[src/logic/port_polarity_defs.vh]
// register offsets, field positions and reset values of the polarity bank
`ifndef PORT_POLARITY_DEFS_VH
`define PORT_POLARITY_DEFS_VH
`define LINE_POL_OFFSET     8'h04
`define FRAMER_POL_OFFSET   8'h06
`define STATUS_OFFSET       8'h08
`define MASK_OFFSET         8'h0C
`define POL_RESET           16'h0000
`define LINE_POL_WMASK      16'h0F3F
`define FRAMER_POL_WMASK    16'h00FF
`define STAT_WMASK          16'h0007
`define HS_TX_CLK_BIT       0
`define HS_TX_DAT_BIT       1
`define HS_RX_CLK_BIT       2
`define HS_RX_DAT_BIT       3
`define HS_FORCE_HI_BIT     4
`define HS_FORCE_LO_BIT     5
`define LS_TX_CLK_BIT       8
`define LS_TX_DAT_BIT       9
`define LS_RX_CLK_BIT       10
`define LS_RX_DAT_BIT       11
`define FR_TX_EN_BIT        0
`define FR_TX_DAT_BIT       1
`define FR_TX_CLK_BIT       2
`define FR_TX_SYNC_BIT      3
`define FR_RX_EN_BIT        4
`define FR_RX_DAT_BIT       5
`define FR_RX_CLK_BIT       6
`define FR_RX_SYNC_BIT      7
`define ST_TICK_BIT         0
`define ST_FRAME_LOSS_BIT   1
`define ST_CLOCK_LOSS_BIT   2
`define TRIB_CHANNELS       28
`endif

[src/logic/port_polarity_and_status_bits.v]
// port polarity registers and status bits with a wishbone slave
// Notes on behaviour
// - bit 0 of line register inverts the line transmit clock.
// - bit 1 inverts both line transmit data outputs.
// - bit 2 inverts the line receive clock before use.
// - bit 3 inverts both line receive data inputs.
// - while bit 4 is zero both line data outputs are forced high.
// - bit 5 one forces both line data outputs low while bit 4 is one.
// - bit 8 inverts all tributary transmit clock inputs, drops and common.
// - bit 9 inverts all tributary transmit data inputs.
// - bit 10 inverts all tributary receive clocks, drops and common.
// - bit 11 inverts all tributary receive data outputs.
// - framer register bits 0-3 invert tx enable, data, clock, frame sync.
// - framer register bits 4-7 invert rx enable, data, clock, frame sync.
// - event bit latches a pulse, interrupts, clears on a read unless a new pulse arrives in the same cycle.
// - alarm bit clears on read only once the alarm is gone.
// - alarm bit interrupts on both assertion and deassertion.
// - real-time bit follows its condition, interrupting while it lasts.
//
// Local design decision: register access over Wishbone.
`timescale 1ns/1ps
`include "port_polarity_defs.vh"
module port_polarity_and_status_bits (
   // clock and reset
   input  wire        clk,
   input  wire        reset,
   // wishbone slave
   input  wire        wb_cyc_i,
   input  wire        wb_stb_i,
   input  wire        wb_we_i,
   input  wire [7:0]  wb_adr_i,
   input  wire [3:0]  wb_sel_i,
   input  wire [31:0] wb_dat_i,
   output reg  [31:0] wb_dat_o,
   output reg         wb_ack_o,
   output reg         irq,
   // line side, core view and pins
   input  wire        core_line_tx_clock,
   input  wire        core_line_tx_positive,
   input  wire        core_line_tx_negative,
   output reg         line_tx_clock,
   output reg         line_tx_positive,
   output reg         line_tx_negative,
   input  wire        line_rx_clock,
   input  wire        line_rx_positive,
   input  wire        line_rx_negative,
   output reg         core_line_rx_clock,
   output reg         core_line_rx_positive,
   output reg         core_line_rx_negative,
   // tributary transmit pins to core
   input  wire [27:0] trib_tx_clock,
   input  wire        drop_a_tx_clock,
   input  wire        drop_b_tx_clock,
   input  wire        trib_tx_common_clock,
   input  wire [27:0] trib_tx_data,
   input  wire        drop_a_tx_data,
   input  wire        drop_b_tx_data,
   output reg  [30:0] core_trib_tx_clock,
   output reg  [29:0] core_trib_tx_data,
   // tributary receive core to pins
   input  wire [30:0] core_trib_rx_clock,
   input  wire [29:0] core_trib_rx_data,
   output reg  [27:0] trib_rx_clock,
   output reg         drop_a_rx_clock,
   output reg         drop_b_rx_clock,
   output reg         trib_rx_common_clock,
   output reg  [27:0] trib_rx_data,
   output reg         drop_a_rx_data,
   output reg         drop_b_rx_data,
   // framer transmit: core to pins
   input  wire [3:0]  core_framer_tx,
   output reg         framer_tx_data_enable,
   output reg         framer_tx_data,
   output reg         framer_tx_clock,
   output reg         framer_tx_frame_sync,
   // framer receive: pins to core
   input  wire        framer_rx_data_enable,
   input  wire        framer_rx_data,
   input  wire        framer_rx_clock,
   input  wire        framer_rx_frame_sync,
   output reg  [3:0]  core_framer_rx,
   // status conditions
   input  wire        one_second_tick_event,
   input  wire        frame_loss_alarm,
   input  wire        tx_clock_loss
);
   reg  [15:0] line_pol;
   reg  [15:0] framer_pol;
   reg  [2:0]  status;
   reg  [2:0]  mask;
   reg         alarm_prev;
   reg  [31:0] next_rdata;
   wire        req = wb_cyc_i & wb_stb_i & ~wb_ack_o;
   wire        wr  = req & wb_we_i;
   wire        rd_status = req & ~wb_we_i & (wb_adr_i == `STATUS_OFFSET);
   wire        alarm_edge = frame_loss_alarm ^ alarm_prev;
   wire [15:0] wdata;
   wire        hs_data_out_en;
   // tributary transmit pins inverted before the single output register
   wire [30:0] next_tx_clock;
   wire [29:0] next_tx_data;

   // byte lanes 0 and 1 carry the 16-bit registers
   assign wdata = {wb_sel_i[1] ? wb_dat_i[15:8] : 8'h00,
                   wb_sel_i[0] ? wb_dat_i[7:0]  : 8'h00};
   assign hs_data_out_en = line_pol[`HS_FORCE_HI_BIT];
   assign next_tx_clock[30:28] = {trib_tx_common_clock,
      drop_b_tx_clock, drop_a_tx_clock}
      ^ {3{line_pol[`LS_TX_CLK_BIT]}};
   assign next_tx_data[29:28] = {drop_b_tx_data, drop_a_tx_data}
      ^ {2{line_pol[`LS_TX_DAT_BIT]}};

   always @* begin
      next_rdata = 32'h00000000;
      case (wb_adr_i)
         `LINE_POL_OFFSET:   next_rdata[15:0] = line_pol;
         `FRAMER_POL_OFFSET: next_rdata[15:0] = framer_pol;
         `STATUS_OFFSET:     next_rdata[2:0]  = status;
         `MASK_OFFSET:       next_rdata[2:0]  = mask;
         default:            next_rdata = 32'h00000000;
      endcase
   end

   // single-cycle ack; unmapped addresses ack with zero data
   always @(posedge clk) begin
      if (reset) begin
         wb_ack_o   <= 1'b0;
         wb_dat_o   <= 32'h00000000;
         line_pol   <= `POL_RESET;
         framer_pol <= `POL_RESET;
         mask       <= 3'h0;
      end else begin
         wb_ack_o <= req;
         wb_dat_o <= req ? next_rdata : 32'h00000000;
         if (wr) begin
            // unselected lanes keep their bits
            if (wb_adr_i == `LINE_POL_OFFSET)
               line_pol <= ((wdata & {{8{wb_sel_i[1]}}, {8{wb_sel_i[0]}}})
                  | (line_pol & ~{{8{wb_sel_i[1]}}, {8{wb_sel_i[0]}}}))
                  & `LINE_POL_WMASK;
            if (wb_adr_i == `FRAMER_POL_OFFSET)
               framer_pol <= ((wdata & {{8{wb_sel_i[1]}}, {8{wb_sel_i[0]}}})
                  | (framer_pol & ~{{8{wb_sel_i[1]}}, {8{wb_sel_i[0]}}}))
                  & `FRAMER_POL_WMASK;
            if (wb_adr_i == `MASK_OFFSET && wb_sel_i[0])
               mask <= wb_dat_i[2:0];
         end
      end
   end

   // status: a set arriving with the clearing read wins
   always @(posedge clk) begin
      if (reset) begin
         status     <= 3'h0;
         alarm_prev <= 1'b0;
         irq        <= 1'b0;
      end else begin
         alarm_prev <= frame_loss_alarm;
         if (one_second_tick_event)
            status[`ST_TICK_BIT] <= 1'b1;
         else if (rd_status)
            status[`ST_TICK_BIT] <= 1'b0;
         if (alarm_edge)
            status[`ST_FRAME_LOSS_BIT] <= 1'b1;
         else if (rd_status && !frame_loss_alarm)
            status[`ST_FRAME_LOSS_BIT] <= 1'b0;
         status[`ST_CLOCK_LOSS_BIT] <= tx_clock_loss;
         // one cycle late so the level matches the status register
         irq <= |(status & mask);
      end
   end

   // pin boundary: registered so every output is a flip-flop; the
   // one-cycle skew is the price of that and matches on all signals
   genvar i;
   generate
      for (i = 0; i < `TRIB_CHANNELS; i = i + 1) begin : trib
         assign next_tx_clock[i] = trib_tx_clock[i]
            ^ line_pol[`LS_TX_CLK_BIT];
         assign next_tx_data[i]  = trib_tx_data[i]
            ^ line_pol[`LS_TX_DAT_BIT];
         always @(posedge clk) begin
            if (reset) begin
               trib_rx_clock[i]      <= 1'b0;
               trib_rx_data[i]       <= 1'b0;
            end else begin
               trib_rx_clock[i]      <= core_trib_rx_clock[i]
                  ^ line_pol[`LS_RX_CLK_BIT];
               trib_rx_data[i]       <= core_trib_rx_data[i]
                  ^ line_pol[`LS_RX_DAT_BIT];
            end
         end
      end
   endgenerate

   always @(posedge clk) begin
      if (reset) begin
         core_trib_tx_clock        <= 31'h00000000;
         core_trib_tx_data         <= 30'h00000000;
         drop_a_rx_clock           <= 1'b0;
         drop_b_rx_clock           <= 1'b0;
         trib_rx_common_clock      <= 1'b0;
         drop_a_rx_data            <= 1'b0;
         drop_b_rx_data            <= 1'b0;
         line_tx_clock             <= 1'b0;
         line_tx_positive          <= 1'b1;
         line_tx_negative          <= 1'b1;
         core_line_rx_clock        <= 1'b0;
         core_line_rx_positive     <= 1'b0;
         core_line_rx_negative     <= 1'b0;
         framer_tx_data_enable     <= 1'b0;
         framer_tx_data            <= 1'b0;
         framer_tx_clock           <= 1'b0;
         framer_tx_frame_sync      <= 1'b0;
         core_framer_rx            <= 4'h0;
      end else begin
         core_trib_tx_clock <= next_tx_clock;
         core_trib_tx_data <= next_tx_data;
         drop_a_rx_clock <= core_trib_rx_clock[28]
            ^ line_pol[`LS_RX_CLK_BIT];
         drop_b_rx_clock <= core_trib_rx_clock[29]
            ^ line_pol[`LS_RX_CLK_BIT];
         trib_rx_common_clock <= core_trib_rx_clock[30]
            ^ line_pol[`LS_RX_CLK_BIT];
         drop_a_rx_data <= core_trib_rx_data[28]
            ^ line_pol[`LS_RX_DAT_BIT];
         drop_b_rx_data <= core_trib_rx_data[29]
            ^ line_pol[`LS_RX_DAT_BIT];
         line_tx_clock <= core_line_tx_clock
            ^ line_pol[`HS_TX_CLK_BIT];
         // force high outranks force low and inversion
         if (!hs_data_out_en) begin
            line_tx_positive <= 1'b1;
            line_tx_negative <= 1'b1;
         end else if (line_pol[`HS_FORCE_LO_BIT]) begin
            line_tx_positive <= 1'b0;
            line_tx_negative <= 1'b0;
         end else begin
            line_tx_positive <= core_line_tx_positive
               ^ line_pol[`HS_TX_DAT_BIT];
            line_tx_negative <= core_line_tx_negative
               ^ line_pol[`HS_TX_DAT_BIT];
         end
         core_line_rx_clock <= line_rx_clock
            ^ line_pol[`HS_RX_CLK_BIT];
         core_line_rx_positive <= line_rx_positive
            ^ line_pol[`HS_RX_DAT_BIT];
         core_line_rx_negative <= line_rx_negative
            ^ line_pol[`HS_RX_DAT_BIT];
         framer_tx_data_enable <= core_framer_tx[0]
            ^ framer_pol[`FR_TX_EN_BIT];
         framer_tx_data <= core_framer_tx[1]
            ^ framer_pol[`FR_TX_DAT_BIT];
         framer_tx_clock <= core_framer_tx[2]
            ^ framer_pol[`FR_TX_CLK_BIT];
         framer_tx_frame_sync <= core_framer_tx[3]
            ^ framer_pol[`FR_TX_SYNC_BIT];
         core_framer_rx <= {framer_rx_frame_sync, framer_rx_clock,
            framer_rx_data, framer_rx_data_enable}
            ^ framer_pol[7:4];
      end
   end
endmodule

[config.mk]
export PLATFORM = sky130hd
export DESIGN_NAME = port_polarity_and_status_bits
export DESIGN_NICKNAME = d
export VERILOG_FILES = /design/src/logic/port_polarity_and_status_bits.v
export VERILOG_INCLUDE_DIRS = /design/src /design/src/logic
export SDC_FILE = /design/constraint.sdc
export NUM_CORES = 1
export LEC_CHECK = 0
export ABC_CLOCK_PERIOD_IN_PS = 3100
export BUFFER_PORTS_ARGS = -buffer_cell sky130_fd_sc_hd__buf_4
export CORE_AREA = 2 2 138 140
export DETAILED_ROUTE_END_ITERATION = 10
export DIE_AREA = 0 0 140 142
export GPL_TIMING_DRIVEN = 0
export PLACE_DENSITY = 0.66
export SLEW_MARGIN = 20
export SYNTH_ARGS = -nofsm -noshare
export SYNTH_HDL_FRONTEND = slang
export SYNTH_SLANG_ARGS = --single-unit
[constraint.sdc]
create_clock -name clk -period 3.1 [get_ports clk]
set_input_delay 0.93 -clock clk [delete_from_list [all_inputs] [get_ports clk]]
set_output_delay 0.93 -clock clk [all_outputs]
set_load 0.05 [all_outputs]
==> key figures, run 1 <==
Floorplanning
  • DIE WIDTH: 140 µm
  • Die H: 142 µm
  • Placement Rows: 50
  • Die ar.: 19900 µm²
  • Core area: 18500 µm²
  • Ports: 358
  • Starting Density: 35.0%

Synth
  • Seq/Total Area, Yosys: 54.3%
  • Async SR Flop Fraction: 0%
  • Cell taking the most area after synthesis: dfxtp_1
  • Synth unique cells: between 40 and 50
  • Yosys top cell area share: 54.3%
  • Syn Area/Cell: 10.2 µm²
  • Post-synth EDFFs: 0
  • Synth area leaders: dfxtp_1 54%, xnor2_1 18%, nor2_1 8.1%
  • Netlist Area Pre-Place: 6450 µm²
  • Most used flip-flop cell after synthesis: dfxtp_1
  • Ys Warns: 0
  • Post-synthesis cell count: 632
  • Register bit total from synthesis: 175

CTS
  • PostCTS Resize Cnt: 0
  • Clock transition at the registers of the reported paths: 70 ps
  • TritonCTS clock tree: yes
  • Clock buffer count from CTS: 17
  • Quantity of hold-fixing buffers added after cts: 0
  • H-tree depth: 4
  • Post-CTS Setup Repair Bufs: 0
  • Worst-Skew Late Latency: 430 ps
  • Root Buffer Master: clkbuf_16
  • Num Clock Sinks: 175
  • Clock Tree Buf Depth: 2

Worst hold path
  • Hold Path Stages: 2
  • Hold/Removal Path Class: reg -> reg

Placement
  • Hpwl dp: 14600 µm
  • GP Congestion: approximately 0.84
  • IO buf count: 315
  • Dpl cells: 1201
  • Post-DP Area: 9200 µm²

Cells and area
  • Post-route cell area: 9820 µm²
  • Final cell count without fillers: 1234
  • NumNets Final: around 1200
  • Fillcell total: 1691
  • Area occupied by multi-input gates: 2710 µm²
  • Area delta synth->final: 52.2%
  • Core Util, Final: 53.2%
  • FF/Latch Area: 3500 µm²
  • Share of layout cells above drive strength 1: 38.1%

Setup path
  • Worst R2R Path Depth: 4
  • Crit path max fanout: 8
  • CP max stage delay: 780 ps
  • CP Buf/Inv Count: 1
  • Worst EP required: approximately 3500 ps
  • Family with the most delay on the worst path: simple AND/OR/NAND/NOR gates
  • R2R setup slack: 1370 ps
  • Worst path cell trace: buf_4, or4_4, nor4_4, mux2i_1
  • Crit. End Element: flip-flop
  • Worst path arrival time: 2690 ps
  • Critical Path Source Type: primary input
  • Slowest cell on crit path: nor4_4
  • Critical Setup Path Class: in -> reg
  • Reg-to-reg critical path startpoint: wb_ack_o

Timing
  • Clock Skews: 8.53 ps
  • Fmax: approximately 430 MHz
  • Final Max Slew Viols: 0
  • Final hold vios: 0
  • Tcrit/Tclk final: 75.3%
  • Tmin final: ~2300 ps
  • Final-report setup violation count: 0
  • Post-Route Setup TNS: 0 ps
  • Relative slew slack: 42.3%
  • Worst slew pin tran: between 800 and 900 ps
  • Hold WS: ~490 ps
  • RSZ-0062 raised after global routing: no

GRT
  • Antenna violations before repair: 0
  • Total global routing overflow: 0
  • Gr usage total: a little under a fifth
  • Largest net degree at the start of global routing: 17
  • First-pass GRT wire length: 28100 µm
  • Vias in the first global route: roughly 5100

Routing
  • DR vias/cell: 4.26
  • DR WL/cell: 15.2 µm
  • Vias: 5261
  • Post-route ant nets: 0
  • Routed wire length: 18800 µm
  • DRT iter0 DRCs: a little under 200
  • Drt pass-1 iters: 9
  • DRC: 50

Run
  • Max Cap Viol: 0

Pwr
  • PwrDens: 568 nW/µm²
  • P_leak: 0.00437 µW
  • Worst IR Drop VDD: 371 µV

Run status
  • Status: finished with violations
  • Failing checks: design-rule violations
[layout by cell type (no fill, tap or decap), drive strengths merged, types with 2 or more instances in the layout]
| cell | instances |
|---|---|
| a211oi | 4 |
| a21o | 3 |
| a22oi | 3 |
| and3 | 6 |
| and3b | 7 |
| buf | 352 |
| bufinv | 3 |
| clkbuf | 46 |
| clkinv | 2 |
| clkinvlp | 2 |
| conb | 20 |
| dfxtp | 175 |
| inv | 7 |
| mux2i | 21 |
| nand2b | 34 |
| nand3b | 6 |
| nand4b | 2 |
| nor2 | 140 |
| nor2b | 3 |
| nor3b | 2 |
| o21ai | 6 |
| or4 | 4 |
| or4b | 2 |
| xnor2 | 136 |
[cells in the mapped netlist (all sizes together), types with 6 or more instances]
master	number
buf	36
o21ai	6
clkbuf	27
dfxtp	175
and3	6
and3b	7
xnor2	136
nand2b	34
nand3b	6
mux2i	21
nor2	140
[worst reg2reg max path, cell delays in order (launching register included)]
cell and delay, ps:
dfxtp_1 350, or4_2 570, nor4bb_1 280, clkbuf_2 260, mux2i_1 200
[metrics by stage]
step | total power, µW | worst slack [ps]
after CTS | 5650 | 605
after global placement | 3370 | -324
after detailed placement | 3380 | 166
after floorplan | 3000 | 722
final | 5580 | 765
after global routing | 5780 | 604
[how the worst max path moves through the flow]
stage	cells past startpoint	slack, ps	endpoint	start
floorplan	4	720	flip-flop	wb_adr_i[0]
global placement	6	-320	flip-flop	wb_adr_i[3]
detailed placement	4	170	wb_dat_o[7]	wb_adr_i[0]
CTS	4	600	wb_dat_o[10]	wb_adr_i[0]
global route	5	600	core_framer_rx[1]	reset
finish	4	760	flip-flop	wb_adr_i[0]
[logic make-up after synthesis]
logic type,count (synthesis),share of synthesized area (%)
other,1,0.0581
and+or+nand+nor,216,16.9
xor gates and xnor gates,137,18.6
AOI/OAI and AO/OA,18,1.88
buffers and inverters,64,5.08
muxes,21,3.26
DFF,175,54.3
[area by class of cell]
class,count,share of cell area (%)
buffer,63,3.30
clock buffer,19,4.51
inverter,1,0.0382
sequential,175,35.7
multi-input combinational,412,27.5
timing repair buffer,316,24.1
clock inverter,13,1.80
tap,234,2.98
antenna,1,0.0255
[where the power goes]
group	switching, µW	internal [µW]
clock	945	1310
combinational	582	368
sequential	27.8	2340
total	1560	4030
[per-layer routing]
| metal | share of wire [%] | vias up | wire length (µm) | GRT usage (%) |
|---|---|---|---|---|
| met5 | 0 | - | 0 | 0 |
| met4 | 2.4 | 0 | 446 | 6.86 |
| met3 | 8.0 | 28 | 1500 | 5.99 |
| met2 | 50 | 220 | 9420 | 33.2 |
| met1 | 40 | 2363 | 7440 | 21.3 |
| li1 | - | 2650 | - | - |
(Power assumes the default switching activity.)
==> inputs of run 2 (changes only) <==
--- a/config.mk
+++ b/config.mk
@@ -6,13 +6,12 @@
 export SDC_FILE = /design/constraint.sdc
 export NUM_CORES = 1
 export LEC_CHECK = 0
-export ABC_CLOCK_PERIOD_IN_PS = 3100
+export ABC_CLOCK_PERIOD_IN_PS = 2200
 export BUFFER_PORTS_ARGS = -buffer_cell sky130_fd_sc_hd__buf_4
-export CORE_AREA = 2 2 138 140
+export CORE_AREA = 2 2 140 142
 export DETAILED_ROUTE_END_ITERATION = 10
-export DIE_AREA = 0 0 140 142
+export DIE_AREA = 0 0 142 144
 export GPL_TIMING_DRIVEN = 0
-export PLACE_DENSITY = 0.66
 export SLEW_MARGIN = 20
 export SYNTH_ARGS = -nofsm -noshare
 export SYNTH_HDL_FRONTEND = slang
==> constraint.sdc (replaced) <==
create_clock -name clk -period 2.2 [get_ports clk]
set_input_delay 0.66 -clock clk [delete_from_list [all_inputs] [get_ports clk]]
set_output_delay 0.66 -clock clk [all_outputs]
set_load 0.05 [all_outputs]
==> run 2 against run 1 <==
- the run now ends clean
- final cell count is essentially flat
- largest power group unchanged
- flip-flop and latch count is the same
- combinational power grew 41%
- hold slack lost 41 ps
- critical path depth grew 3
- routed wire length grew 0.15%
- sequential power grew 41%
==> key figures, run 2 (synthesis gave the netlist of run 1 again) <==
Placement
  • GP Congestion: 0.792 (-6.2%)
  • IO buf count: 315 (unchanged)
  • Hpwl dp: 14700 µm (+0.75%)
  • Dpl ws: -383 ps (-549 ps)

CTS
  • Post-CTS Setup Repair Bufs: 0 (unchanged)
  • PostCTS Resize Cnt: 0 (unchanged)
  • Root Buffer Master: clkbuf_16
  • Quantity of hold-fixing buffers added after cts: 0 (unchanged)
  • Clock transition at the registers of the reported paths: 70 ps (about the same)
  • Num Clock Sinks: 175 (unchanged)
  • H-tree depth: 4 (unchanged)
  • Clock Tree Buf Depth: 2 (unchanged)
  • Worst-Skew Late Latency: 420 ps (about the same)
  • TritonCTS clock tree: yes
  • Clock buffer count from CTS: 17 (unchanged)

Floorplanning
  • Placement Rows: 51 (+2.0%)
  • Die H: 144 µm (+1.4%)
  • Die ar.: 20400 µm² (+2.9%)
  • Starting Density: 33.8% (-1.1 points)
  • DIE WIDTH: 142 µm (+1.4%)
  • Ports: 358 (unchanged)
  • Core area: 19100 µm² (+3.4%)

Timing
  • Tmin final: 2070 ps
  • Clock Skews: 13.3 ps (+4.76 ps)
  • Post-Route Setup TNS: 0 ps (unchanged)
  • Fmax: 483 MHz
  • Final hold vios: 0 (unchanged)
  • Final WS setup: 130 ps (-635 ps)
  • Worst slew pin tran: 895 ps (+35.3 ps)
  • RSZ-0062 raised after global routing: no
  • Final Max Slew Viols: 0 (unchanged)
  • Tcrit/Tclk final: 94.1%
  • Relative slew slack: 40.2% (-2.1 points)
  • Final-report setup violation count: 0 (unchanged)

Cells and area
  • Fillcell total: 1817 (+7.5%)
  • Share of layout cells above drive strength 1: 38.0% (-0.12 points)
  • NumNets Final: 1174 (unchanged)
  • Most frequent cells in the layout: 336 x buf_4, 175 x dfxtp_1, 140 x nor2_1
  • N_diodes: 0 (-1)
  • Area delta synth->final: 51.5%
  • Commonest non-fill, non-tap cell in the layout: buf_4

Pwr
  • Internal power: 5510 µW (+37%)
  • Clk pwr share: 39.0% (-1.4 points)
  • Psw: 2170 µW (+39%)
  • P_leak: 0.00434 µW (-0.71%)
  • PwrDens: 785 nW/µm² (+38%)
  • Logic pwr share: 17.4% (+0.4 points)
  • Worst IR Drop VDD: 505 µV (+36%)
  • Switching Share: 28.2% (+0.37 points)
  • Sequential power share: 43.5% (+1.0 points)

Routing
  • Drt pass-1 iters: 4 (-5)
  • DRC: 0 (-100%)
  • Post-route ant nets: 0 (unchanged)
  • DR WL/cell: 15.3 µm (about the same)
  • DR vias/cell: 4.19 (-1.8%)
  • DRT iter0 DRCs: 135 (-32%)
  • Vias: 5173 (-1.7%)
  • Routed wire length: 18800 µm (+0.15%)

GRT
  • Antenna violations before repair: 0 (unchanged)
  • Largest net degree at the start of global routing: 17 (unchanged)
  • Gr usage total: 18.2% (-0.56 points)
  • Vias in the first global route: 4896 (-3.8%)
  • First-pass GRT wire length: 27900 µm (-0.64%)
  • Total global routing overflow: 0 (unchanged)

Setup path
  • Crit. End Element: flip-flop
  • Critical Setup Path Class: in -> reg
  • CP dominant cell by count: buf_4
  • Slowest cell on crit path: nor3b_2
  • Worst EP required: 2550 ps (-900 ps)
  • Critical Path Source Type: primary input
  • Worst path arrival time: 2420 ps (-270 ps)
  • Crit path max fanout: 10 (+2)
  • Worst path cell trace: buf_4, buf_2, nor3b_2, buf_4, nor4bb_1, clkbuf_2, mux2i_1
  • CP max stage delay: 410 ps (-370 ps)

Worst hold path
  • Hold/Removal Path Class: in -> reg

Run status
  • Status: complete, no violations

Run
  • Max Cap Viol: 0 (unchanged)
-- run 2: cell count changes in the layout (fill, tap and decap cells not counted), sizes merged --
cell	delta
bufinv	-1
clkbuf	-2
clkinv	-1
clkinvlp	+3
diode	-1
inv	-1
-- run 2: worst max-delay path, delay by kind of cell --
family	cells	cell delay, ps
mux	1	200
simple gates	2	750
buf+inv	4	790
-- run 2: final cells by class --
cell class,instances,area (µm²),area share [%]
timing repair buffer,316,2370,24.3
clock buffer,17,425,4.35
clock inverter,13,155,1.59
inverter,1,3.75,0.0384
buffer,63,324,3.31
multi-input combinational,412,2700,27.6
tap,238,298,3.04
sequential,175,3500,35.8
-- run 2: metrics by stage --
step	instance area (µm²)	utilization [%]	hold slack (ps)	cells	power (µW)
after floorplan	6530	-	460	651	4220
after global placement	9190	48.2	480	1204	4750
after detailed placement	9200	48.2	485	1205	4770
after CTS	9780	51.3	433	1235	7780
after global routing	9780	51.3	439	1235	7960
final	9780	51.3	446	1235	7680
-- run 2: metal layers --
metal  global-route usage, %  up-vias  share of wire [%]
met4                    5.63        0                1.4
met2                    31.8      206                 50
met3                    5.79       19                7.5
met1                    21.3     2298                 41
met5                       0        -                  0
li1                        -     2650                  -
-- run 2: worst paths after layout --
path                                     from                to  slack (ps)  cells past startpoint
worst min register to register      flip-flop  line_tx_negative         490                      1
worst max register to register       wb_ack_o         flip-flop         380                      4
worst max-delay path              wb_adr_i[3]         flip-flop         130                      7
worst min-delay path            tx_clock_loss         status[2]         450                      2
-- run 2: power groups by stage --
stage          sequential (µW)  clock [µW]  combinational (µW)
3_5_place_dp              3420           0                1350
5_1_grt                   3350        3190                1410
3_3_place_gp              3410           0                1340
4_1_cts                   3350        3080                1350
2_1_floorplan             3880           0                 344
6_report                  3340        3000                1340
